===== src/port_map.svh =====
// register indices, field positions, reset values and bus timing for the bus control port
`ifndef PORT_MAP_SVH
`define PORT_MAP_SVH

// ----------------------------------------------------------------------
// register indices (byte address is four times the index)
// ----------------------------------------------------------------------
`define BUS_PORT_DIRECTION_IDX        16'hffc9
`define BUS_PORT_OUTPUT_DATA_IDX      16'hffcb
`define INPUT_PORT_LEVELS_IDX         16'hffce
`define BUS_RELEASE_CONTROL_REG_IDX   16'hffd0
`define WAIT_CONTROL_REG_IDX          16'hffd1
`define WAIT_ENABLE_BITS_IDX          16'hffd2
`define PORT_MODE_IDX                 16'hffd3

// ----------------------------------------------------------------------
// field positions
// ----------------------------------------------------------------------
`define RESERVED_BIT                  7
`define BUS_RELEASE_ENABLE_BIT        0
`define WAIT_MODE_SELECT_HI_BIT       1
`define SINGLE_CHIP_BIT               0

// ----------------------------------------------------------------------
// reset values and fixed read values
// ----------------------------------------------------------------------
`define BUS_PORT_DIRECTION_RST        8'h80
`define BUS_PORT_OUTPUT_DATA_RST      8'h80
`define BUS_RELEASE_CONTROL_RST       8'h00
`define WAIT_CONTROL_RST              8'h00
`define WAIT_ENABLE_BITS_RST          8'hff
`define PORT_MODE_RST                 8'h01
`define WAIT_ENABLE_ALL_ONES          8'hff
`define WRITE_ONLY_READ               8'hff
`define UNMAPPED_READ                 32'h0000_0000

// ----------------------------------------------------------------------
// timing
// ----------------------------------------------------------------------
`define ACK_LATENCY_CYCLES            1

`endif


===== src/port_pkg.sv =====
// types shared by the bus control port and its pin multiplexer
package port_pkg;

    // ------------------------------------------------------------------
    // pin function of one bidirectional port pin
    // ------------------------------------------------------------------
    typedef enum logic [1:0] {
        FUNC_GPIO,
        FUNC_STROBE_OUT,
        FUNC_RELEASE_OUT,
        FUNC_BUS_IN
    } pin_func_t;

    // ------------------------------------------------------------------
    // settings that steer the pin multiplexer
    // ------------------------------------------------------------------
    typedef struct packed {
        logic       single_chip;
        logic       bus_release_enable;
        logic       wait_mode_select_hi;
        logic [7:0] wait_enable_bits;
    } mux_ctrl_t;

endpackage


===== src/pin_mux_if.sv =====
// signals between the port registers and the pin function multiplexer
`timescale 1ns/100ps
interface pin_mux_if;
    import port_pkg::*;

    mux_ctrl_t       ctrl;
    logic [6:0]      direction;
    logic [6:0]      output_data;
    logic [3:0]      strobes_n;
    logic            release_ack_n;
    logic [6:0]      pin_out;
    logic [6:0]      pin_oe;
    pin_func_t [6:0] pin_func;

    modport regs (
        output ctrl,
        output direction,
        output output_data,
        output strobes_n,
        output release_ack_n,
        input  pin_out,
        input  pin_oe,
        input  pin_func
    );

    modport mux (
        input  ctrl,
        input  direction,
        input  output_data,
        input  strobes_n,
        input  release_ack_n,
        output pin_out,
        output pin_oe,
        output pin_func
    );
endinterface


===== src/bus_ctrl_port.sv =====
// bus control port with wishbone registers, plus the input-only port
//
// Chosen here: register access over Wishbone.
`timescale 1ns/100ps
`include "port_map.svh"

module bus_ctrl_port
    import port_pkg::*;
(
    input  wire logic        clk_i,
    input  wire logic        rst_i,
    input  wire logic        wb_cyc_i,
    input  wire logic        wb_stb_i,
    input  wire logic        wb_we_i,
    input  wire logic [17:0] wb_adr_i,
    input  wire logic [3:0]  wb_sel_i,
    input  wire logic [31:0] wb_dat_i,
    output logic      [31:0] wb_dat_o,
    output logic             wb_ack_o,
    input  wire logic [6:0]  bus_pin_i,
    output logic      [6:0]  bus_pin_o,
    output logic      [6:0]  bus_pin_oe_o,
    input  wire logic [7:0]  input_pin_i,
    input  wire logic        hw_standby_i,
    input  wire logic        low_write_strobe_n_i,
    input  wire logic        high_write_strobe_n_i,
    input  wire logic        read_strobe_n_i,
    input  wire logic        address_strobe_n_i,
    input  wire logic        bus_release_ack_n_i,
    output logic             bus_request_in_n_o,
    output logic             wait_n_o
);

    // ------------------------------------------------------------------
    // helpers
    // ------------------------------------------------------------------
    function automatic logic [15:0] word_index(input logic [17:0] adr);
        word_index = adr[17:2];
    endfunction

    // ------------------------------------------------------------------
    // pin synchronisers
    // ------------------------------------------------------------------
    logic [6:0] bus_pin_meta;
    logic [6:0] bus_pin_sync;
    logic [7:0] input_pin_meta;
    logic [7:0] input_pin_sync;
    logic       standby_meta;
    logic       standby_sync;
    logic [6:0] next_bus_pin_meta;
    logic [6:0] next_bus_pin_sync;
    logic [7:0] next_input_pin_meta;
    logic [7:0] next_input_pin_sync;
    logic       next_standby_meta;
    logic       next_standby_sync;

    always_comb begin
        next_bus_pin_meta   = bus_pin_i;
        next_bus_pin_sync   = bus_pin_meta;
        next_input_pin_meta = input_pin_i;
        next_input_pin_sync = input_pin_meta;
        next_standby_meta   = hw_standby_i;
        next_standby_sync   = standby_meta;
    end

    always_ff @(posedge clk_i) begin
        if (rst_i) begin
            bus_pin_meta   <= 7'h7f;
            bus_pin_sync   <= 7'h7f;
            input_pin_meta <= 8'h00;
            input_pin_sync <= 8'h00;
            standby_meta   <= 1'b0;
            standby_sync   <= 1'b0;
        end else begin
            bus_pin_meta   <= next_bus_pin_meta;
            bus_pin_sync   <= next_bus_pin_sync;
            input_pin_meta <= next_input_pin_meta;
            input_pin_sync <= next_input_pin_sync;
            standby_meta   <= next_standby_meta;
            standby_sync   <= next_standby_sync;
        end
    end

    // ------------------------------------------------------------------
    // wishbone slave handshake
    // ------------------------------------------------------------------
    logic        bus_hit;
    logic        write_now;
    logic [15:0] req_index;
    logic        next_ack;
    logic [31:0] next_dat;

    // ack is high one cycle after the request, so the write lands on the
    // same edge at which the master samples ack
    always_comb begin
        bus_hit   = wb_cyc_i && wb_stb_i;
        req_index = word_index(wb_adr_i);
        next_ack  = bus_hit && !wb_ack_o;
        write_now = bus_hit && wb_ack_o && wb_we_i && wb_sel_i[0];
    end

    // ------------------------------------------------------------------
    // port registers
    // ------------------------------------------------------------------
    logic [7:0] direction;
    logic [7:0] output_data;
    logic [7:0] release_ctrl;
    logic [7:0] wait_ctrl;
    logic [7:0] wait_enable;
    logic [7:0] port_mode;
    logic [7:0] next_direction;
    logic [7:0] next_output_data;
    logic [7:0] next_release_ctrl;
    logic [7:0] next_wait_ctrl;
    logic [7:0] next_wait_enable;
    logic [7:0] next_port_mode;
    logic       reg_clear;

    always_comb begin
        reg_clear         = standby_sync;
        // no software standby input: holding is the default, only hardware standby clears
        next_direction    = direction;
        next_output_data  = output_data;
        next_release_ctrl = release_ctrl;
        next_wait_ctrl    = wait_ctrl;
        next_wait_enable  = wait_enable;
        next_port_mode    = port_mode;
        if (write_now) begin
            case (req_index)
                `BUS_PORT_DIRECTION_IDX: begin
                    next_direction = {1'b1, wb_dat_i[6:0]};
                end
                `BUS_PORT_OUTPUT_DATA_IDX: begin
                    next_output_data = {1'b1, wb_dat_i[6:0]};
                end
                `BUS_RELEASE_CONTROL_REG_IDX: begin
                    next_release_ctrl = {7'h00, wb_dat_i[`BUS_RELEASE_ENABLE_BIT]};
                end
                `WAIT_CONTROL_REG_IDX: begin
                    next_wait_ctrl = {6'h00, wb_dat_i[`WAIT_MODE_SELECT_HI_BIT], 1'b0};
                end
                `WAIT_ENABLE_BITS_IDX: begin
                    next_wait_enable = wb_dat_i[7:0];
                end
                `PORT_MODE_IDX: begin
                    next_port_mode = {7'h00, wb_dat_i[`SINGLE_CHIP_BIT]};
                end
                // input port and unmapped words take writes without effect
                default: begin
                end
            endcase
        end
    end

    always_ff @(posedge clk_i) begin
        if (rst_i || reg_clear) begin
            direction    <= `BUS_PORT_DIRECTION_RST;
            output_data  <= `BUS_PORT_OUTPUT_DATA_RST;
            release_ctrl <= `BUS_RELEASE_CONTROL_RST;
            wait_ctrl    <= `WAIT_CONTROL_RST;
            wait_enable  <= `WAIT_ENABLE_BITS_RST;
            port_mode    <= `PORT_MODE_RST;
        end else begin
            direction    <= next_direction;
            output_data  <= next_output_data;
            release_ctrl <= next_release_ctrl;
            wait_ctrl    <= next_wait_ctrl;
            wait_enable  <= next_wait_enable;
            port_mode    <= next_port_mode;
        end
    end

    // ------------------------------------------------------------------
    // read mux
    // ------------------------------------------------------------------
    logic [7:0] data_readback;

    always_comb begin
        // pin levels seen through the synchroniser, two cycles behind
        data_readback = {1'b1, (direction[6:0] & output_data[6:0])
                              | (~direction[6:0] & bus_pin_sync)};
        next_dat = `UNMAPPED_READ;
        if (next_ack && !wb_we_i) begin
            case (req_index)
                `BUS_PORT_DIRECTION_IDX: begin
                    next_dat = {24'h0000_00, `WRITE_ONLY_READ};
                end
                `BUS_PORT_OUTPUT_DATA_IDX: begin
                    next_dat = {24'h0000_00, data_readback};
                end
                `INPUT_PORT_LEVELS_IDX: begin
                    next_dat = {24'h0000_00, input_pin_sync};
                end
                `BUS_RELEASE_CONTROL_REG_IDX: begin
                    next_dat = {24'h0000_00, release_ctrl};
                end
                `WAIT_CONTROL_REG_IDX: begin
                    next_dat = {24'h0000_00, wait_ctrl};
                end
                `WAIT_ENABLE_BITS_IDX: begin
                    next_dat = {24'h0000_00, wait_enable};
                end
                `PORT_MODE_IDX: begin
                    next_dat = {24'h0000_00, port_mode};
                end
                default: begin
                    next_dat = `UNMAPPED_READ;
                end
            endcase
        end
    end

    always_ff @(posedge clk_i) begin
        if (rst_i) begin
            wb_ack_o <= 1'b0;
            wb_dat_o <= `UNMAPPED_READ;
        end else begin
            wb_ack_o <= next_ack;
            wb_dat_o <= next_dat;
        end
    end

    // ------------------------------------------------------------------
    // pin function multiplexer
    // ------------------------------------------------------------------
    pin_mux_if mux_bus ();

    always_comb begin
        mux_bus.ctrl.single_chip         = port_mode[`SINGLE_CHIP_BIT];
        mux_bus.ctrl.bus_release_enable  = release_ctrl[`BUS_RELEASE_ENABLE_BIT];
        mux_bus.ctrl.wait_mode_select_hi = wait_ctrl[`WAIT_MODE_SELECT_HI_BIT];
        mux_bus.ctrl.wait_enable_bits    = wait_enable;
        mux_bus.direction     = direction[6:0];
        mux_bus.output_data   = output_data[6:0];
        mux_bus.strobes_n     = {low_write_strobe_n_i, high_write_strobe_n_i,
                                 read_strobe_n_i, address_strobe_n_i};
        mux_bus.release_ack_n = bus_release_ack_n_i;
    end

    port_pin_mux u_mux (
        .mx (mux_bus.mux)
    );

    // ------------------------------------------------------------------
    // registered pin drivers and bus inputs
    // ------------------------------------------------------------------
    logic [6:0] next_pin_out;
    logic [6:0] next_pin_oe;
    logic       next_request_n;
    logic       next_wait_n;

    // pins float in hardware standby; inactive-high bus inputs otherwise
    always_comb begin
        next_pin_out   = mux_bus.pin_out;
        next_pin_oe    = standby_sync ? 7'h00 : mux_bus.pin_oe;
        next_request_n = (mux_bus.pin_func[1] == FUNC_BUS_IN)
                         ? bus_pin_sync[1] : 1'b1;
        next_wait_n    = (mux_bus.pin_func[0] == FUNC_BUS_IN)
                         ? bus_pin_sync[0] : 1'b1;
    end

    always_ff @(posedge clk_i) begin
        if (rst_i) begin
            bus_pin_o          <= 7'h7f;
            bus_pin_oe_o       <= 7'h00;
            bus_request_in_n_o <= 1'b1;
            wait_n_o           <= 1'b1;
        end else begin
            bus_pin_o          <= next_pin_out;
            bus_pin_oe_o       <= next_pin_oe;
            bus_request_in_n_o <= next_request_n;
            wait_n_o           <= next_wait_n;
        end
    end

endmodule


===== src/port_pin_mux.sv =====
// pin function selection for the seven bidirectional port pins
`timescale 1ns/100ps
`include "port_map.svh"
module port_pin_mux
    import port_pkg::*;
(
    pin_mux_if.mux mx
);

    logic wait_as_gpio;

    always_comb begin
        wait_as_gpio = (mx.ctrl.wait_enable_bits == `WAIT_ENABLE_ALL_ONES)
                       && !mx.ctrl.wait_mode_select_hi;
        // general i/o by default: direction 1 drives, 0 listens
        mx.pin_out  = mx.output_data;
        mx.pin_oe   = mx.direction;
        for (int k = 0; k < 7; k++) begin
            mx.pin_func[k] = FUNC_GPIO;
        end
        if (!mx.ctrl.single_chip) begin
            // strobes own the upper pins whatever the direction bits say
            mx.pin_out[6:3]  = mx.strobes_n;
            mx.pin_oe[6:3]   = 4'hf;
            for (int k = 3; k < 7; k++) begin
                mx.pin_func[k] = FUNC_STROBE_OUT;
            end
            if (mx.ctrl.bus_release_enable) begin
                mx.pin_out[2]  = mx.release_ack_n;
                mx.pin_oe[2]   = 1'b1;
                mx.pin_func[2] = FUNC_RELEASE_OUT;
                mx.pin_out[1]  = 1'b1;
                mx.pin_oe[1]   = 1'b0;
                mx.pin_func[1] = FUNC_BUS_IN;
            end
            if (!wait_as_gpio) begin
                // never drive against an external wait source
                mx.pin_out[0]  = 1'b1;
                mx.pin_oe[0]   = 1'b0;
                mx.pin_func[0] = FUNC_BUS_IN;
            end
        end
    end

endmodule


===== config.mk =====
export PLATFORM = sky130hd
export DESIGN_NAME = bus_ctrl_port
export DESIGN_NICKNAME = d
export VERILOG_FILES = /design/src/port_pkg.sv /design/src/pin_mux_if.sv /design/src/bus_ctrl_port.sv /design/src/port_pin_mux.sv
export VERILOG_INCLUDE_DIRS = /design/src /design/src/src
export SDC_FILE = /design/constraint.sdc
export NUM_CORES = 1
export LEC_CHECK = 0
export ABC_AREA = 1
export BUFFER_PORTS_ARGS = -buffer_cell sky130_fd_sc_hd__buf_2
export CAP_MARGIN = 5
export CORE_AREA = 2 2 109 111
export CTS_CLUSTER_DIAMETER = 30
export DETAILED_ROUTE_END_ITERATION = 6
export DIE_AREA = 0 0 111 113
export GPL_ROUTABILITY_DRIVEN = 0
export HOLD_SLACK_MARGIN = 0.03
export RECOVER_POWER = 50
export SYNTH_ARGS = -nofsm -noshare
export SYNTH_HDL_FRONTEND = slang
export SYNTH_HIERARCHICAL = 1
export SYNTH_SLANG_ARGS = --single-unit

===== constraint.sdc =====
create_clock -name clk_i -period 1.14 [get_ports clk_i]
set_input_delay 0.057 -clock clk_i [delete_from_list [all_inputs] [get_ports clk_i]]
set_output_delay 0.057 -clock clk_i [all_outputs]
set_load 0.02 [all_outputs]

==> key figures <==
Critical path
  – Crit path DAT: 1.48 ns
  – Kind of critical path: reg -> reg
  – CP endpoint kind: flip-flop
  – Worst stage delay on the critical path: about 0.35 ns
  – Reg2reg start: wb_ack_o
  – Critical-path top delay cell: dfxtp_4
  – Crit-path max FO: 4
  – Worst path cell trace: nand3_4, nor2_4, buf_4, buf_4, nand4_1, a21oi_1
  – Critical Path RT: 1.40 ns
  – Worst reg-to-reg path cell count: 6
  – RR Endpoint: direction[3]
  – Most frequent cell on the critical path: buf_4
  – R2R Setup Slk: -0.08 ns
  – CP startpoint kind: flip-flop

STA
  – Max frequency: 817 MHz
  – Setup WS post-layout: -0.0834 ns
  – Crit path time final: 1.22 ns
  – Max-slew violations: 0
  – Setup Viol. Count Final: 9
  – Final hold viol count: 0
  – Final setup skew: 0.00829 ns
  – RSZ-0062 raised after global routing: true
  – Tcrit/Tclk final: 107%

Finish
  – Most common cell after layout, fill and taps aside: nand2_1
  – Area Overhead vs Synth: 40.3%
  – Share of layout cells above drive strength 1: 37.2%
  – Commonest cells after routing, fill and taps aside: 82 x nand2_1, 75 x buf_2, 74 x dfxtp_1, 56 x nor2_1, 42 x inv_1
  – Antenna diodes: 0
  – Post-route cell area: 4910 um^2
  – Fin nets: 671

Pwr
  – Maximum vdd ir drop: 739 uV
  – Power Internal: 4950 uW
  – Logic gate share of total power: 7.9%
  – Sequential group share of total power: 45.9%
  – NetSw: about 1500 uW
  – Power per Cell Area: 1310 nW/um^2
  – Leak Pwr: roughly 0.0024 uW
  – Clock group share of total power: 46.2%
  – Switching part of the total: 23.0%

Placed design
  – PortBufs: 75
  – Dpl ws: -0.123 ns
  – DP Area: 4150 um^2
  – Post-DP HPWL: around 6500 um

Drt
  – Drt drc: 0
  – Routed wire length: around 9000 um
  – 1st-pass router iterations: 4
  – Starting DRT DRC Count: around 180
  – Post-DRT Antenna Nets: 0
  – DR vias: 3115
  – Vias per cell: 4.22
  – WL per Instance: 11.9 um

Floorplanning
  – Die H: 113 um
  – Die width: 111 um
  – Initial Util: between 30 and 40%
  – Full die area: about 13000 um^2
  – Core area: between 10000 and 15000 um^2
  – Number of core rows: 39
  – I/O pins: 129

CTS
  – TritonCTS clock tree: yes
  – Clock Latency Late Sink: 0.34 ns
  – CTS Sinks: about 80
  – Clock tree root buffer cell: clkbuf_16
  – Deepest clock path buffer count: 2
  – Reg clk slew, reported paths: 0.06 ns
  – H-tree levels: 3
  – CTS buffer count: 9

Global route
  – Largest net degree at the start of global routing: 23
  – Grt ovf: 0
  – Initial antenna violation count: 0
  – Grt met2 use: 24.6%
  – GRT Total Usage: 14.2%
  – GRT met3 Usage: 2.95%
  – Number of global-route vias before repair: ~3.0k
  – First-pass GRT wire length: 14100 um
  – GR Util met1: 17.1%
  – Most Crowded Layer GR: met2

Yosys
  – Syn avg cell area: 7.72 um^2
  – Yosys warnings: 6
  – Syn Inst Count: 453
  – Syn Std Cell Area: between 3000 and 4000 um^2

Min path
  – Hold EP: port_mode[0]
  – Path category of the worst min-delay check: in -> reg
  – Worst hold start: wb_dat_i[0]
  – Hold depth: 3

Run status
  – Failing checks: negative setup slack
  – Status: finished with violations

Job
  – Max-cap violation count: 0
==> final cells by class <==
type	count	area, um^2
clock buffers	13	292
well taps	143	179
multi-input cells	303	1590
fillers	1120	6360
flip-flops and latches	82	1650
repair buffers	141	958
clock inverters	3	25.0
inverters	54	210
==> state kept, by name, indices dropped and copies added, names as in the netlist, 7 cells and up <==
name            count
input_pin_sync      8
bus_pin_oe_o        7
input_pin_meta      8
wait_enable         8
bus_pin_meta        7
bus_pin_o           7
wb_dat_o            8
direction           7
bus_pin_sync        7
output_data         7
==> critical path, delay by kind of cell (launching register included) <==
kind	cells	cell delay, ns
AND/OR/NAND/NOR	3	0.31
buffers and inverters	2	0.29
AO/OA/AOI/OAI	1	0.20
flip-flops	1	0.35
==> how the worst max path moves through the flow <==
| stage | cells past startpoint | to | from |
|---|---|---|---|
| after global placement | 10 | wait_enable[0] | wb_adr_i[13] |
| after global routing | 6 | direction[3] | wb_ack_o |
| after floorplan | 5 | output_data[1] | wb_ack_o |
| after CTS | 6 | output_data[0] | wb_ack_o |
| after detailed placement | 10 | wait_enable[0] | wb_adr_i[12] |
| final | 6 | direction[3] | wb_ack_o |
==> power groups by stage <==
| stage | Sequential, uW | Clock, uW | Combinational [uW] |
|---|---|---|---|
| floorplan | 3030 | 0 | 284 |
| detailed placement | 3010 | 0 | 417 |
| global placement | 3010 | 0 | 409 |
| global route | 2950 | 3160 | 558 |
| CTS | 2950 | 3020 | 495 |
| finish | 2950 | 2970 | 510 |
==> metal layers <==
| layer | vias up | part of all wire, % |
|---|---|---|
| li1 | 1622 | - |
| met1 | 1372 | 42 |
| met2 | 108 | 50 |
| met3 | 13 | 6.0 |
| met4 | 0 | 1.7 |
| met5 | - | 0 |
==> through the flow <==
step / hold slack [ns] / power (uW) / TNS, ns / std cells / utilization [%]
2_1_floorplan: 0.161 / 3310 / -0.666 / 476 / -
6_report: 0.0512 / 6430 / -0.212 / 739 / 43.6
5_1_grt: 0.0525 / 6670 / -1.81 / 739 / 43.6
4_1_cts: 0.0423 / 6470 / -0.397 / 739 / 42.6
3_3_place_gp: 0.242 / 3420 / -1.52 / 691 / 36.8
3_5_place_dp: 0.241 / 3430 / -2.29 / 691 / 36.8
==> repair_timing <==
item | CTS | global route
hold buffers | 29 | 0
gates cloned | 0 | 0
gates resized for setup | 7 | 32
pin swaps | 6 | 17
setup buffers | 3 | 1
endpoints found under the hold margin | 35 | 0
endpoints found under the setup margin | 20 | 39
(Power assumes the default switching activity.)
